[config.mk]
export PLATFORM = sky130hd
export DESIGN_NAME = pmr_regs
export DESIGN_NICKNAME = d
export VERILOG_FILES = /design/src/rtl/pmr_pkg.sv /design/src/rtl/pmr_crc8.sv /design/src/rtl/pmr_regs.sv
export SDC_FILE = /design/constraint.sdc
export NUM_CORES = 1
export LEC_CHECK = 0
export ABC_CLOCK_PERIOD_IN_PS = 4300
export BUFFER_PORTS_ARGS = -buffer_cell sky130_fd_sc_hd__buf_2
export CAP_MARGIN = 10
export CORE_MARGIN = 2
export CORE_UTILIZATION = 45
export CTS_BUF_LIST = sky130_fd_sc_hd__clkbuf_8
export DETAILED_ROUTE_END_ITERATION = 10
export GPL_TIMING_DRIVEN = 0
export HOLD_SLACK_MARGIN = 0.03
export PLACE_DENSITY = 0.72
export SETUP_SLACK_MARGIN = 0.05
export SLEW_MARGIN = 25
export SYNTH_ARGS = -nofsm -noshare
export SYNTH_HDL_FRONTEND = slang
export SYNTH_HIERARCHICAL = 1
export SYNTH_SLANG_ARGS = --single-unit
[constraint.sdc]
create_clock -name clk -period 4.3 [get_ports clk]
set_clock_uncertainty 0.05 [all_clocks]
set_input_delay 0 -clock clk [delete_from_list [all_inputs] [get_ports clk]]
set_output_delay 0 -clock clk [all_outputs]
set_load 0.03 [all_outputs]
[src/rtl/pmr_pkg.sv]
// Purpose: Constants shared by the main control and status register group.
// Assumes: 25 MHz clock, 16-bit register words, 6-bit register addresses.
// Notes: Data bit n of a register word is frame bit n.
package pmr_pkg;
    // --------------------------------------------------------------------
    // Register addresses and reset values
    // --------------------------------------------------------------------
    localparam logic [5:0] ADR_MAIN_EVENT_FLAGS = 6'h00;
    localparam logic [5:0] ADR_MAIN_MODE_CONTROL = 6'h01;
    localparam logic [5:0] ADR_STATE_MACHINE_CONTROL = 6'h02;
    localparam logic [5:0] ADR_REGULATOR_ONOFF_REQUESTS = 6'h03;
    localparam logic [15:0] RST_MAIN_MODE_CONTROL = 16'h0000;
    localparam logic [3:0] RST_STANDBY_TIMER_WINDOW = 4'h0;
    // --------------------------------------------------------------------
    // Field positions
    // --------------------------------------------------------------------
    localparam int MODE_TEST_ON = 0;
    localparam int MODE_WAKE_A_DIS = 1;
    localparam int MODE_WAKE_B_DIS = 2;
    localparam int MODE_TEST_LEVEL = 3;
    localparam int MODE_SLP_ON = 4;
    localparam int MODE_MAIN_NORMAL = 5;
    localparam int MODE_EXT_CLK_DIS = 6;
    localparam int MODE_PLL_LOCKED = 7;
    localparam int SMC_ENTER_OFF = 0;
    localparam int SMC_TIMER_ON = 10;
    localparam int SMC_WINDOW_LSB = 12;
    localparam int REQ_OFF_LSB = 8;
    localparam int DEV_FS_SEL = 1;
    // --------------------------------------------------------------------
    // CRC and timing
    // --------------------------------------------------------------------
    localparam logic [7:0] CRC_POLY = 8'h1D;
    localparam logic [7:0] CRC_SEED = 8'hFF;
    localparam int CLK_PERIOD_NS = 40;
    localparam int MS_NS = 1000000;
    localparam int MS_CYCLES = (MS_NS + CLK_PERIOD_NS - 1) / CLK_PERIOD_NS;
    localparam logic [23:0] WINDOW_MS [16] = '{
        24'd16, 24'd32, 24'd128, 24'd512, 24'd1024, 24'd4096, 24'd8192,
        24'd16384, 24'd65536, 24'd131072, 24'd262144, 24'd524288,
        24'd1048576, 24'd2097152, 24'd4194304, 24'd8388608};
endpackage

[src/rtl/pmr_crc8.sv]
// Purpose: Combinational 8-bit CRC over a 32-bit frame, MSB first.
// Assumes: Polynomial and seed from the package.
// Notes: Used both to check writes and to sign read answers.
`timescale 1ns/1ns
`default_nettype none
module pmr_crc8
    import pmr_pkg::*;
(
    input wire logic [31:0] frame,
    output logic [7:0] crc
);
    always_comb
    begin
        logic [7:0] c;
        logic fb;
        c = CRC_SEED;
        fb = 1'b0;
        for (int i = 31; i >= 0; i--)
        begin
            fb = c[7] ^ frame[i];
            c = {c[6:0], 1'b0} ^ (fb ? CRC_POLY : 8'h00);
        end
        crc = c;
    end
endmodule
`default_nettype wire

[src/rtl/pmr_regs.sv]
// Purpose: Main-logic control and status registers of the power manager.
// Assumes: A serial front end hands over whole decoded frames.
// Notes: Event flags are sticky until power-on reset.
//
// Functional notes
// RULE1 - Communication error sets the comm error flag.
// RULE2 - A wake on either wake input sets the wake event flag.
// RULE3 - One sticky flag per regulator, set on status change or failure.
// RULE4 - Die temperature event sets the die temperature flag.
// RULE5 - Bias supply upper undervoltage sets the bias supply flag.
// RULE6 - Any of three battery undervoltages sets one battery flag.
// RULE7 - Standby timer expiry sets the standby timer flag.
// RULE8 - Thermal shutdown sets its flag; flags clear only at reset.
// RULE9 - Test enable bit turns the power-good test on, if fused.
// RULE10 - Under test, power-good output is high for level 0, low for 1.
// RULE11 - Each wake input has its own disable bit; 1 blocks waking.
// RULE12 - Fused and enabled, a second wake input request enters deep sleep.
// RULE13 - Read-only bit shows main state machine in normal mode.
// RULE14 - External clock disable bit blocks external clock selection.
// RULE15 - Read-only bit shows PLL lock.
// RULE16 - Writing one to enter-off moves the device to off.
// RULE17 - Standby timer runs only when enabled; enable resets from fuse.
// RULE18 - Four-bit window code selects timer duration in milliseconds.
// RULE19 - Writing one to an enable request switches that regulator on.
// RULE20 - Writing one to a disable request switches that regulator off.
// RULE21 - Pre-regulator disable request is accepted for dual systems.
// RULE22 - Host addresses this group with the selector bit at zero.
// RULE23 - Every access carries an 8-bit CRC over address and data.
// RULE24 - Disable wins when enable and disable arrive together.
// RULE25 - Request and enter-off bits are strobes reading back as zero.
`timescale 1ns/1ns
`default_nettype none
module pmr_regs
    import pmr_pkg::*;
#(
    parameter int MS_CYCLES_P = MS_CYCLES
)
(
    input wire logic clk,
    input wire logic rst,
    input wire logic acc_valid,
    input wire logic acc_write,
    input wire logic [7:0] acc_dev_byte,
    input wire logic [7:0] acc_reg_byte,
    input wire logic [15:0] acc_wdata,
    input wire logic [7:0] acc_crc,
    input wire logic acc_proto_err,
    output logic rd_valid,
    output logic [15:0] rd_data,
    output logic [7:0] rd_crc,
    input wire logic ev_die_temp,
    input wire logic ev_bias_uvh,
    input wire logic wake_input_a,
    input wire logic wake_input_b,
    input wire logic [7:0] ev_regulator,
    input wire logic ev_hv_linreg,
    input wire logic ev_batt_uvl,
    input wire logic ev_batt_uvh,
    input wire logic ev_batt_uv7,
    input wire logic ev_thermal_shutdown,
    input wire logic pgood_test_fuse,
    input wire logic deep_sleep_fuse,
    input wire logic standby_timer_fuse,
    input wire logic sleep_power_good_in,
    input wire logic main_normal,
    input wire logic pll_locked,
    input wire logic ext_freq_input_req,
    output logic sleep_power_good_out,
    output logic wake_accepted,
    output logic deep_sleep_state,
    output logic ext_freq_input,
    output logic enter_off_state,
    output logic [7:0] reg_off_req,
    output logic [6:0] reg_on_req
);
    // --------------------------------------------------------------------
    // Frame decode and CRC check
    // --------------------------------------------------------------------
    logic [15:0] flags_q, flags_d;
    logic [7:0] mode_q;
    logic [3:0] window_q;
    logic timer_on_q, init_done_q, rd_valid_q;
    logic [15:0] rd_data_q;
    logic [7:0] rd_crc_q;
    logic pgood_q, wake_q, slp_q, ext_q, off_q;
    logic [7:0] off_req_q;
    logic [6:0] on_req_q;
    logic [19:0] pre_q;
    logic [23:0] ms_q;
    logic [7:0] wr_crc, ans_crc;
    logic [15:0] rdata_next;
    wire main_sel = ~acc_dev_byte[DEV_FS_SEL] & (acc_reg_byte[7:6] == 2'b00);
    wire [5:0] adr = acc_reg_byte[5:0];
    wire crc_ok = (wr_crc == acc_crc);
    wire wr_any = acc_valid & acc_write & main_sel;
    wire wr_ok = wr_any & crc_ok;
    wire rd_ok = acc_valid & ~acc_write & main_sel;
    wire comm_err = acc_proto_err | (wr_any & ~crc_ok);
    wire wr_mode = wr_ok & (adr == ADR_MAIN_MODE_CONTROL);
    wire wr_smc = wr_ok & (adr == ADR_STATE_MACHINE_CONTROL);
    wire wr_req = wr_ok & (adr == ADR_REGULATOR_ONOFF_REQUESTS);

    // The write check covers device byte, register byte and data. [RULE23]
    pmr_crc8 u_wr_crc (
        .frame({acc_dev_byte, acc_reg_byte, acc_wdata}),
        .crc(wr_crc)
    );
    // The read answer is signed over the same fields with the read data.
    pmr_crc8 u_rd_crc (
        .frame({acc_dev_byte, acc_reg_byte, rdata_next}),
        .crc(ans_crc)
    );

    // --------------------------------------------------------------------
    // Standby timer
    // --------------------------------------------------------------------
    wire ms_tick = (pre_q == MS_CYCLES_P[19:0] - 20'd1);
    wire [23:0] win_ms = WINDOW_MS[window_q]; // [RULE18]
    wire timer_expire = timer_on_q & ms_tick & (ms_q == win_ms - 24'd1);

    always_ff @(posedge clk or posedge rst)
    begin
        if (rst)
        begin
            pre_q <= 20'd0;
            ms_q <= 24'd0;
        end
        else if (!timer_on_q) // [RULE17]
        begin
            pre_q <= 20'd0;
            ms_q <= 24'd0;
        end
        else
        begin
            pre_q <= ms_tick ? 20'd0 : pre_q + 20'd1;
            if (ms_tick)
                ms_q <= timer_expire ? 24'd0 : ms_q + 24'd1;
        end
    end

    // --------------------------------------------------------------------
    // Sticky event flags
    // --------------------------------------------------------------------
    wire wake_a = wake_input_a & ~mode_q[MODE_WAKE_A_DIS]; // [RULE11]
    wire wake_b = wake_input_b & ~mode_q[MODE_WAKE_B_DIS]; // [RULE11]
    wire [15:0] events = {
        ev_die_temp,                             // [RULE4]
        ev_bias_uvh,                             // [RULE5]
        comm_err,                                // [RULE1]
        wake_a | wake_b,                         // [RULE2]
        ev_regulator,                            // [RULE3]
        ev_hv_linreg,                            // [RULE3]
        timer_expire,                            // [RULE7]
        ev_batt_uvl | ev_batt_uvh | ev_batt_uv7, // [RULE6]
        ev_thermal_shutdown};                    // [RULE8]

    // Flags only ever set; hardware offers no clear path but reset. [RULE8]
    assign flags_d = flags_q | events;

    always_ff @(posedge clk or posedge rst)
    begin
        if (rst)
            flags_q <= 16'h0000;
        else
            flags_q <= flags_d;
    end

    // --------------------------------------------------------------------
    // Control registers
    // --------------------------------------------------------------------
    always_ff @(posedge clk or posedge rst)
    begin
        if (rst)
        begin
            mode_q <= RST_MAIN_MODE_CONTROL[7:0];
            window_q <= RST_STANDBY_TIMER_WINDOW;
            timer_on_q <= 1'b0;
            init_done_q <= 1'b0;
        end
        else
        begin
            init_done_q <= 1'b1;
            if (wr_mode) // [RULE9] [RULE14]
                mode_q <= acc_wdata[7:0];
            if (wr_smc)
            begin
                window_q <= acc_wdata[SMC_WINDOW_LSB +: 4];
                timer_on_q <= acc_wdata[SMC_TIMER_ON];
            end
            else if (!init_done_q)
                timer_on_q <= standby_timer_fuse; // [RULE17]
        end
    end

    // --------------------------------------------------------------------
    // Read mux
    // --------------------------------------------------------------------
    wire [15:0] mode_rd = {8'h00, pll_locked, 1'b0, main_normal,
        mode_q[4:0]}; // [RULE13] [RULE15]
    wire [15:0] smc_rd = {window_q, 1'b0, timer_on_q, 10'h000};

    always_comb
    begin
        unique case (adr)
            ADR_MAIN_EVENT_FLAGS: rdata_next = flags_q;
            ADR_MAIN_MODE_CONTROL: rdata_next = mode_rd;
            ADR_STATE_MACHINE_CONTROL: rdata_next = smc_rd;
            default: rdata_next = 16'h0000; // [RULE25]
        endcase
    end

    always_ff @(posedge clk or posedge rst)
    begin
        if (rst)
        begin
            rd_valid_q <= 1'b0;
            rd_data_q <= 16'h0000;
            rd_crc_q <= 8'h00;
        end
        else
        begin
            rd_valid_q <= rd_ok;
            if (rd_ok)
            begin
                rd_data_q <= rdata_next;
                rd_crc_q <= ans_crc; // [RULE23]
            end
        end
    end

    // --------------------------------------------------------------------
    // Outputs and strobes
    // --------------------------------------------------------------------
    wire test_active = mode_q[MODE_TEST_ON] & pgood_test_fuse; // [RULE9]
    wire [7:0] off_w = acc_wdata[REQ_OFF_LSB +: 8];
    wire [6:0] on_w = acc_wdata[6:0] & ~off_w[6:0]; // [RULE24]

    always_ff @(posedge clk or posedge rst)
    begin
        if (rst)
        begin
            pgood_q <= 1'b0;
            wake_q <= 1'b0;
            slp_q <= 1'b0;
            ext_q <= 1'b0;
            off_q <= 1'b0;
            off_req_q <= 8'h00;
            on_req_q <= 7'h00;
        end
        else
        begin
            pgood_q <= test_active ? ~mode_q[MODE_TEST_LEVEL]
                : sleep_power_good_in; // [RULE10]
            wake_q <= wake_a | wake_b; // [RULE11]
            slp_q <= deep_sleep_fuse & mode_q[MODE_SLP_ON]
                & wake_b; // [RULE12]
            ext_q <= ext_freq_input_req & ~mode_q[MODE_EXT_CLK_DIS]; // [RULE14]
            off_q <= wr_smc & acc_wdata[SMC_ENTER_OFF]; // [RULE16]
            off_req_q <= wr_req ? off_w : 8'h00; // [RULE20] [RULE21]
            on_req_q <= wr_req ? on_w : 7'h00; // [RULE19]
        end
    end

    assign rd_valid = rd_valid_q;
    assign rd_data = rd_data_q;
    assign rd_crc = rd_crc_q;
    assign sleep_power_good_out = pgood_q;
    assign wake_accepted = wake_q;
    assign deep_sleep_state = slp_q;
    assign ext_freq_input = ext_q;
    assign enter_off_state = off_q;
    assign reg_off_req = off_req_q;
    assign reg_on_req = on_req_q;

    // --------------------------------------------------------------------
    // Assertions
    // --------------------------------------------------------------------
    property p_comm_err;
        @(posedge clk) disable iff (rst)
        (acc_valid && acc_write && main_sel && wr_crc != acc_crc)
            |=> flags_q[13];
    endproperty
    a_comm_err: assert property (p_comm_err) // [RULE1]
        else $error("comm error flag not set");

    property p_wake;
        @(posedge clk) disable iff (rst)
        (wake_input_a && !mode_q[MODE_WAKE_A_DIS]) |=> flags_q[12] && wake_q;
    endproperty
    a_wake: assert property (p_wake) // [RULE2]
        else $error("wake flag not set");

    property p_wake_block;
        @(posedge clk) disable iff (rst)
        (mode_q[MODE_WAKE_A_DIS] && mode_q[MODE_WAKE_B_DIS]) |=> !wake_q;
    endproperty
    a_wake_block: assert property (p_wake_block) // [RULE11]
        else $error("disabled wake accepted");

    property p_reg_flag;
        @(posedge clk) disable iff (rst)
        ev_regulator[0] |=> flags_q[4];
    endproperty
    a_reg_flag: assert property (p_reg_flag) // [RULE3]
        else $error("regulator flag not set");

    property p_batt;
        @(posedge clk) disable iff (rst)
        (ev_batt_uv7 || ev_batt_uvl) |=> flags_q[1];
    endproperty
    a_batt: assert property (p_batt) // [RULE6]
        else $error("battery flag not set");

    property p_timer;
        @(posedge clk) disable iff (rst)
        timer_expire |=> flags_q[2] && ms_q == 24'd0;
    endproperty
    a_timer: assert property (p_timer) // [RULE7]
        else $error("timer flag not set");

    property p_sticky;
        @(posedge clk) disable iff (rst)
        ##1 (($past(flags_q) & ~flags_q) == 16'h0000);
    endproperty
    a_sticky: assert property (p_sticky) // [RULE8]
        else $error("event flag cleared");

    property p_pgood;
        @(posedge clk) disable iff (rst)
        test_active |=> sleep_power_good_out == !$past(mode_q[MODE_TEST_LEVEL]);
    endproperty
    a_pgood: assert property (p_pgood) // [RULE10]
        else $error("test level not driven");

    property p_sleep;
        @(posedge clk) disable iff (rst)
        !mode_q[MODE_SLP_ON] |=> !deep_sleep_state;
    endproperty
    a_sleep: assert property (p_sleep) // [RULE12]
        else $error("deep sleep without enable");

    property p_off_wins;
        @(posedge clk) disable iff (rst)
        (wr_req && acc_wdata[REQ_OFF_LSB] && acc_wdata[0])
            |=> reg_off_req[0] && !reg_on_req[0];
    endproperty
    a_off_wins: assert property (p_off_wins) // [RULE24]
        else $error("enable beat disable");

    property p_strobe;
        @(posedge clk) disable iff (rst)
        (enter_off_state && !wr_smc) |=> !enter_off_state;
    endproperty
    a_strobe: assert property (p_strobe) // [RULE25] [RULE16]
        else $error("strobe longer than a cycle");

    property p_rd_normal;
        @(posedge clk) disable iff (rst)
        (rd_ok && adr == ADR_MAIN_MODE_CONTROL)
            |=> rd_valid && rd_data[MODE_MAIN_NORMAL] == $past(main_normal);
    endproperty
    a_rd_normal: assert property (p_rd_normal) // [RULE13]
        else $error("normal mode bit wrong");

    c_write_mode: cover property (@(posedge clk) disable iff (rst) wr_mode);
    c_read: cover property (@(posedge clk) disable iff (rst) rd_valid);
    c_expire: cover property (@(posedge clk) disable iff (rst) timer_expire);
    c_bad_crc: cover property (@(posedge clk) disable iff (rst)
        wr_any && !crc_ok);
endmodule
`default_nettype wire

# [Word-level counts from Yosys, hierarchy flattened]
# Memories as Yosys holds them, arrays and structs flattened.
# Cells that the tools add are included.
# Widths: inputs -> output; s select.
[word_totals] reg_bits=118 mem_bits_ro=384 inputBits=69 output_inout_bits=45 elab_cells=222 mem_count=1
[classes] addsub=3 order_cmp=1 n_eq_ne=8 muxes=61 bitwise_logic=129 n_reduce_logical=2
[memory_table] memory="(no name shown)" words=16 width=24 read_ports=1 rd_ports_with_merged_regs=0 write_ports=0 line="pmr_regs.sv:118" rtl="wire [23:0] win_ms = WINDOW_MS[window_q];"
[ops] cell="$xor 8x8->8" n=47
[ops] cell="$mux 5" n=48
[ops] cell="$mux 24" n=5
[ops] cell="$pmux 16 s3" n=1
[ops] cell="$xor 1x1->1" n=47
[ops] cell="$mux 20" n=2
[ops] cell="$add 24x1->24 const B" n=1
[ops] cell="$eq 24x24->1" n=1
[ops] cell="$sub 24x1->24 const B" n=1
[ops] cell="$add 20x1->20 const B" n=1
[ops] cell="$eq 20x15->1 const B" n=1
[ops] cell="$and 1x1->1" n=19
[ops] cell="$or 16x16->16" n=1
[ops] cell="$not 7->7" n=2
[ops] cell="$eq 6x2->1 const B" n=2
[ops] cell="$eq 8x8->1" n=1
[ops] cell="$mux 8" n=1
[ops] cell="$and 7x7->7" n=1
[ops] cell="$mux 7" n=1
[ops] cell="$not 1->1" n=7
[ops] cell="$eq 6x1->1 const B" n=1
[ops] cell="$logic_not 6->1" n=1
[ops] cell="$ge 5x5->1 const B" n=1
[ops] cell="$not 4->5" n=1
[ops] cell="4 further kinds" n=10

# [Longest topological paths before layout]
[depth] depth_word=100 ltp_mapped=15

# [Cells and area by module]
# The synthesis kept the hierarchy.
[by_module_without_submodules] mod="pmr_regs" n_inst=1 cells_per_inst=580 area_each_um2=5878.1
[by_module_without_submodules] mod="pmr_crc8" n_inst=2 cells_per_inst=87 area_each_um2=1091.0

# [Worst setup path before layout]
# OpenSTA, ideal clock, no wires.
[synth_path] path_type="input to register" startpoint="input acc_dev_byte[3]" endpoint="register mode_q[0]" arrival_time_ns=3.449 required_ns=4.125 slack_ns=0.676 cell_stages=13 n_path_buf=1 cell_sequence="buf_2 xnor3_2 xnor2_4 xnor3_1 xnor2_1 xnor2_1 xor3_1 xor2_1 nor4_1 nand3_1 nor3_1 nand3_1 mux2_2"
[synth_between] elab_chain_len=45 word_cells_on_any_way=79 classes_between="eq/ne (1); mux (24); bitwise (54)"
[synth_lines] item="start: declaration" line="pmr_regs.sv:43" rtl="input wire logic [7:0] acc_dev_byte,"
[synth_lines] item="$xor 1x1->1 (*)" line="pmr_crc8.sv:20" rtl="fb = c[7] ^ frame[i];"
[synth_lines] item="$mux 5 (*)" line="pmr_crc8.sv:21" rtl="c = {c[6:0], 1'b0} ^ (fb ? CRC_POLY : 8'h00);"
[synth_lines] item="$xor 8x8->8 (*) (4 in series)" line="pmr_crc8.sv:21"
[synth_lines] item="$xor 1x1->1 or $xor 8x8->8 (tied branches)" line="pmr_crc8.sv:20, pmr_crc8.sv:21"
[synth_lines] item="$mux 5 (tied with other cells)" line="pmr_crc8.sv:21"
[synth_lines] item="$xor 8x8->8 (*) (4 in series)" line="pmr_crc8.sv:21"
[synth_lines] item="$xor 1x1->1 or $xor 8x8->8 (tied branches)" line="pmr_crc8.sv:20, pmr_crc8.sv:21"
[synth_lines] item="$mux 5 (tied with other cells)" line="pmr_crc8.sv:21"
[synth_lines] item="[... 18 more ...]"
[synth_lines] item="$xor 8x8->8 (*) (5 in series)" line="pmr_crc8.sv:21"
[synth_lines] item="$xor 1x1->1 or $xor 8x8->8 (tied branches)" line="pmr_crc8.sv:20, pmr_crc8.sv:21"
[synth_lines] item="$mux 5 (tied with other cells)" line="pmr_crc8.sv:21"
[synth_lines] item="$xor 8x8->8 (*) (3 in series)" line="pmr_crc8.sv:21"
[synth_lines] item="named net wr_crc[4]" line="pmr_regs.sv:90" rtl="logic [7:0] wr_crc, ans_crc;"
[synth_lines] item="$eq 8x8->1 (*)" line="pmr_regs.sv:94" rtl="wire crc_ok = (wr_crc == acc_crc);"
[synth_lines] item="$and 1x1->1 (*)" line="pmr_regs.sv:96" rtl="wire wr_ok = wr_any & crc_ok;"
[synth_lines] item="$and 1x1->1 (*)" line="pmr_regs.sv:99" rtl="wire wr_mode = wr_ok & (adr == ADR_MAIN_MODE_CONTROL);"
[synth_lines] item="end signal: assignment" line="pmr_regs.sv:175" rtl="mode_q <= RST_MAIN_MODE_CONTROL[7:0];"
[synth_lines] item="end signal: assignment" line="pmr_regs.sv:184" rtl="mode_q <= acc_wdata[7:0];"
[synth_lines] item="end: declaration" line="pmr_regs.sv:80" rtl="logic [7:0] mode_q;"
# The timed path passes the listed nets; every way through them passes the cells marked *.
# A chain may end at the register's enable or synchronous reset.

# [Worst setup path in the final report]
[layout_path] startpoint="input acc_wdata[15]" endpoint="register window_q[1]"
[layout_between] elab_chain_len=27 word_cells_on_any_way=43 classes_between="eq/ne (1); mux (12); bitwise (30)"
[layout_lines] item="start: declaration" line="pmr_regs.sv:45" rtl="input wire logic [15:0] acc_wdata,"
[layout_lines] item="$xor 1x1->1 (*)" line="pmr_crc8.sv:20"
[layout_lines] item="$mux 5 (*)" line="pmr_crc8.sv:21"
[layout_lines] item="$xor 8x8->8 (*) (4 in series)" line="pmr_crc8.sv:21"
[layout_lines] item="$xor 1x1->1 or $xor 8x8->8 (tied branches)" line="pmr_crc8.sv:20, pmr_crc8.sv:21"
[layout_lines] item="$mux 5 (tied with other cells)" line="pmr_crc8.sv:21"
[layout_lines] item="$xor 8x8->8 (*) (5 in series)" line="pmr_crc8.sv:21"
[layout_lines] item="$xor 1x1->1 or $xor 8x8->8 (tied branches)" line="pmr_crc8.sv:20, pmr_crc8.sv:21"
[layout_lines] item="$mux 5 (tied with other cells)" line="pmr_crc8.sv:21"
[layout_lines] item="$xor 8x8->8 (*) (6 in series)" line="pmr_crc8.sv:21"
[layout_lines] item="$xor 1x1->1 (*)" line="pmr_crc8.sv:20"
[layout_lines] item="$mux 5 (*)" line="pmr_crc8.sv:21"
[layout_lines] item="$xor 8x8->8 (*)" line="pmr_crc8.sv:21"
[layout_lines] item="named net wr_crc[0]" line="pmr_regs.sv:90"
[layout_lines] item="$eq 8x8->1 (*)" line="pmr_regs.sv:94"
[layout_lines] item="$and 1x1->1 (*)" line="pmr_regs.sv:96"
[layout_lines] item="$and 1x1->1 (*)" line="pmr_regs.sv:100" rtl="wire wr_smc = wr_ok & (adr == ADR_STATE_MACHINE_CONTROL);"
[layout_lines] item="end signal: assignment" line="pmr_regs.sv:187" rtl="window_q <= acc_wdata[SMC_WINDOW_LSB +: 4];"
[layout_lines] item="end: declaration" line="pmr_regs.sv:81" rtl="logic [3:0] window_q;"
# Marks and branches as above.

==> impl_metrics.toml <==
[final_layout]
drive_above_1_share_pct = 24.4
fin_util_pct = 56.2
n_antenna_cell = 0
layout.nets = 1003
final_cell_mix = "buf_2, dfrtp_1, xnor2_1, nor2_1, xor2_1"
instances_no_fill = 1168
fin_area_sq_mm = 0.00979
syn2layout_area_growth_pct = 21.5

[clock_tree]
cts_buffers = 17
cts.path.max_buffers = 2
clkLatencyLatePin_ps = 450
tritoncts = "built"
htreeDepth = 4
cts-root-buf = "clkbuf_8"
clkTransAtPathRegs_ps = 70
cts_sinks = 117

[sta]
period_minus_slack_ps = 4070
fin_crit_sh_pct = 94.6
setup_tns_ps = 0
slew_violations = 0
hold_viol_final = 0
slew_headroom_pct = 48.0
rsz0062_at_grt = "true"
setup_slack_ps = 232
setup_viol = 0
whs_ps = 65.8
worstMarginPinSlew_ps = 780
max_freq_ghz = 0.246

[worst_setup_path]
crit_chain = "dlygate4sd3_1, buf_2, xnor3_1, xnor3_1, xnor2_1, xnor2_2, xor2_1, xor3_1, xor2_1, nor4_1, nand3_1, nor3_1, nand2_1, mux2_2"
cp_max_fo = 6
crit_family = "XOR/XNOR gates"
slowest_stage = "dlygate4sd3_1"
critPathArrivalTime_ps = 4350
endpoint_kind = "flop"
cp-start-kind = "input port"
reg2regPathDepth = 15
ff2ff_setup_slack_ps = 480
max_stage_delay_ps = 530
critical_path_class = "in -> reg"
cp.required_ps = 4590
critPathBufInv = 2
rr_startpoint = "window_q[3]"
rr_endpoint = "ms_q[9]"

[placed_design]
post-place-ws_ps = -284
port_buffers = 112
dp.cells = 1092
gp_congestion = 0.893
dp_hpwl_um = 14600
placed_cell_area_sq_mm = 0.00894

[yosys]
synthSimpleGateAreaFrac_pct = 17.4
async_reset_ff_share_pct = 100
synth_nets = 827
synth_top_family_by_area = "XOR/XNOR gates"
synth_edf_count = 0
netlist_area_sq_mm = 0.00806
synthMuxAreaShare_pct = 6.13
synth_compound_area_share_pct = 6.36
ys.flop_type = "dfrtp_1"
synth_xor_area_share_pct = 30.8
synthAdderAreaFrac_pct = 0.621
syn_inst = 754
syn_avg_cell_area_sq_um = 10.7
yosysSeqAreaShare_pct = 36.3
synth_cell_types = 61
ys_warn_count = 6
synth_seq_cells = 117

[global_routing]
grt_pass1_vias = 6252
grt_overflow = 0
grt_pass1_wl_um = 31500
grt.total_usage_pct = 21.9
grt_max_degree = 74
antenna_found_initial = 0

[floorplanning]
dieArea_sq_mm = 0.0190
die_height_um = 138
io_pins = 114
fp.coreArea_sq_mm = 0.0174
row_count = 48
start_util_pct = 46.3
die_w_um = 138

[hold_path]
worstHoldPathCells = 3
holdCritStartpoint = "acc_reg_byte[0]"
hp-class = "in -> reg"
min_to = "enter_off_state"

[drt]
wl_per_cell_um = 17.3
first_pass_iters = 5
drc = 0
vias_per_cell = 5.32
routed_wirelength_um = 20200
drt_iter0_markers = 430
antenna_left = 0
vias = 6212

[power]
power_density_mw_per_mm2 = 454
total_power_mw = 4.45
leakage_nw = 4.54
ir_drop_uv = 745

[outcome]
status = "finished clean"

[job]
drv_cap = 0
==> worst min-delay path: stages <==
cell and delay [ps]:
buf_2 160, nor2_1 170, and3_1 200
==> layout make-up <==
cell class,instances,area [sq um]
Multi-Input combinational cell,593,4960
Inverter,7,33.8
Clock inverter,13,133
Buffer,37,166
Tap cell,225,282
Timing Repair Buffer,157,1030
Clock buffer,19,262
Sequential cell,117,2930
Fill cell,1499,7620
==> per-layer routing <==
metal | track usage [%] | share of wire (%)
met2 | 38.0 | 50
met3 | 5.59 | 5.1
met1 | 26.8 | 43
met4 | 6.63 | 1.8
met5 | 0 | 0
==> kinds of logic after synthesis <==
| group | count (synthesis) |
|---|---|
| other | 1 |
| xor gates and xnor gates | 207 |
| DFF | 117 |
| muxes | 45 |
| buffers and inverters | 44 |
| adders and majority gates | 4 |
| AOI/OAI and AO/OA | 66 |
| and+or+nand+nor | 270 |
==> Yosys cell counts (all sizes together), types with 5 or more instances <==
cell / n / area share, %
and3: 8 / 0.62
a221o: 16 / 2.0
nor4: 9 / 0.70
buf: 11 / 0.82
mux2i: 10 / 1.2
a21oi: 8 / 0.50
a22o: 6 / 0.65
nand4: 15 / 1.2
nor2b: 6 / 0.47
clkbuf: 26 / 1.2
nor3: 15 / 0.99
xnor3: 30 / 8.4
nor2: 73 / 3.4
nand2: 41 / 1.9
dfrtp: 117 / 36
or2: 14 / 1.1
o21ai: 11 / 0.68
xor3: 8 / 2.4
or4b: 5 / 0.67
nand3: 37 / 2.3
nor3b: 9 / 0.84
and2: 20 / 1.6
xnor2: 116 / 14
mux2: 35 / 4.9
inv: 7 / 0.33
xor2: 53 / 6.2
==> sequential cells by signal, indices dropped and copies added (netlist names), 4 cells and up <==
name         flops
flags_q         16
mode_q           6
ms_q            24
pre_q           20
rd_crc           8
rd_data         16
reg_off_req      8
reg_on_req       7
window_q         4
==> repair_timing <==
item,CTS,global route
hold endpoints to repair,163,0
endpoints found under the setup margin,0,43
hold buffers,43,0
gates resized for setup,0,8
setup buffers,0,1
==> where the power goes <==
group	switching, mW	total [mW]	internal [mW]
registers	0.0235	1.17	1.15
logic	1.06	2.26	1.20
clock network	0.473	1.01	0.541
==> worst max-delay path by stage <==
| stage | start | to | slack, ps | depth (start not counted) |
|---|---|---|---|---|
| finish | acc_wdata[15] | window_q[1] | 230 | 14 |
| global route | acc_wdata[15] | window_q[1] | 40 | 14 |
| CTS | window_q[2] | ms_q[9] | 170 | 15 |
| detailed placement | acc_dev_byte[5] | reg_off_req[7] | -280 | 14 |
| global placement | rst | reg_off_req[1] | -250 | 2 |
| floorplan | acc_dev_byte[3] | mode_q[0] | 680 | 13 |
Power figures use the tool's default switching activity.
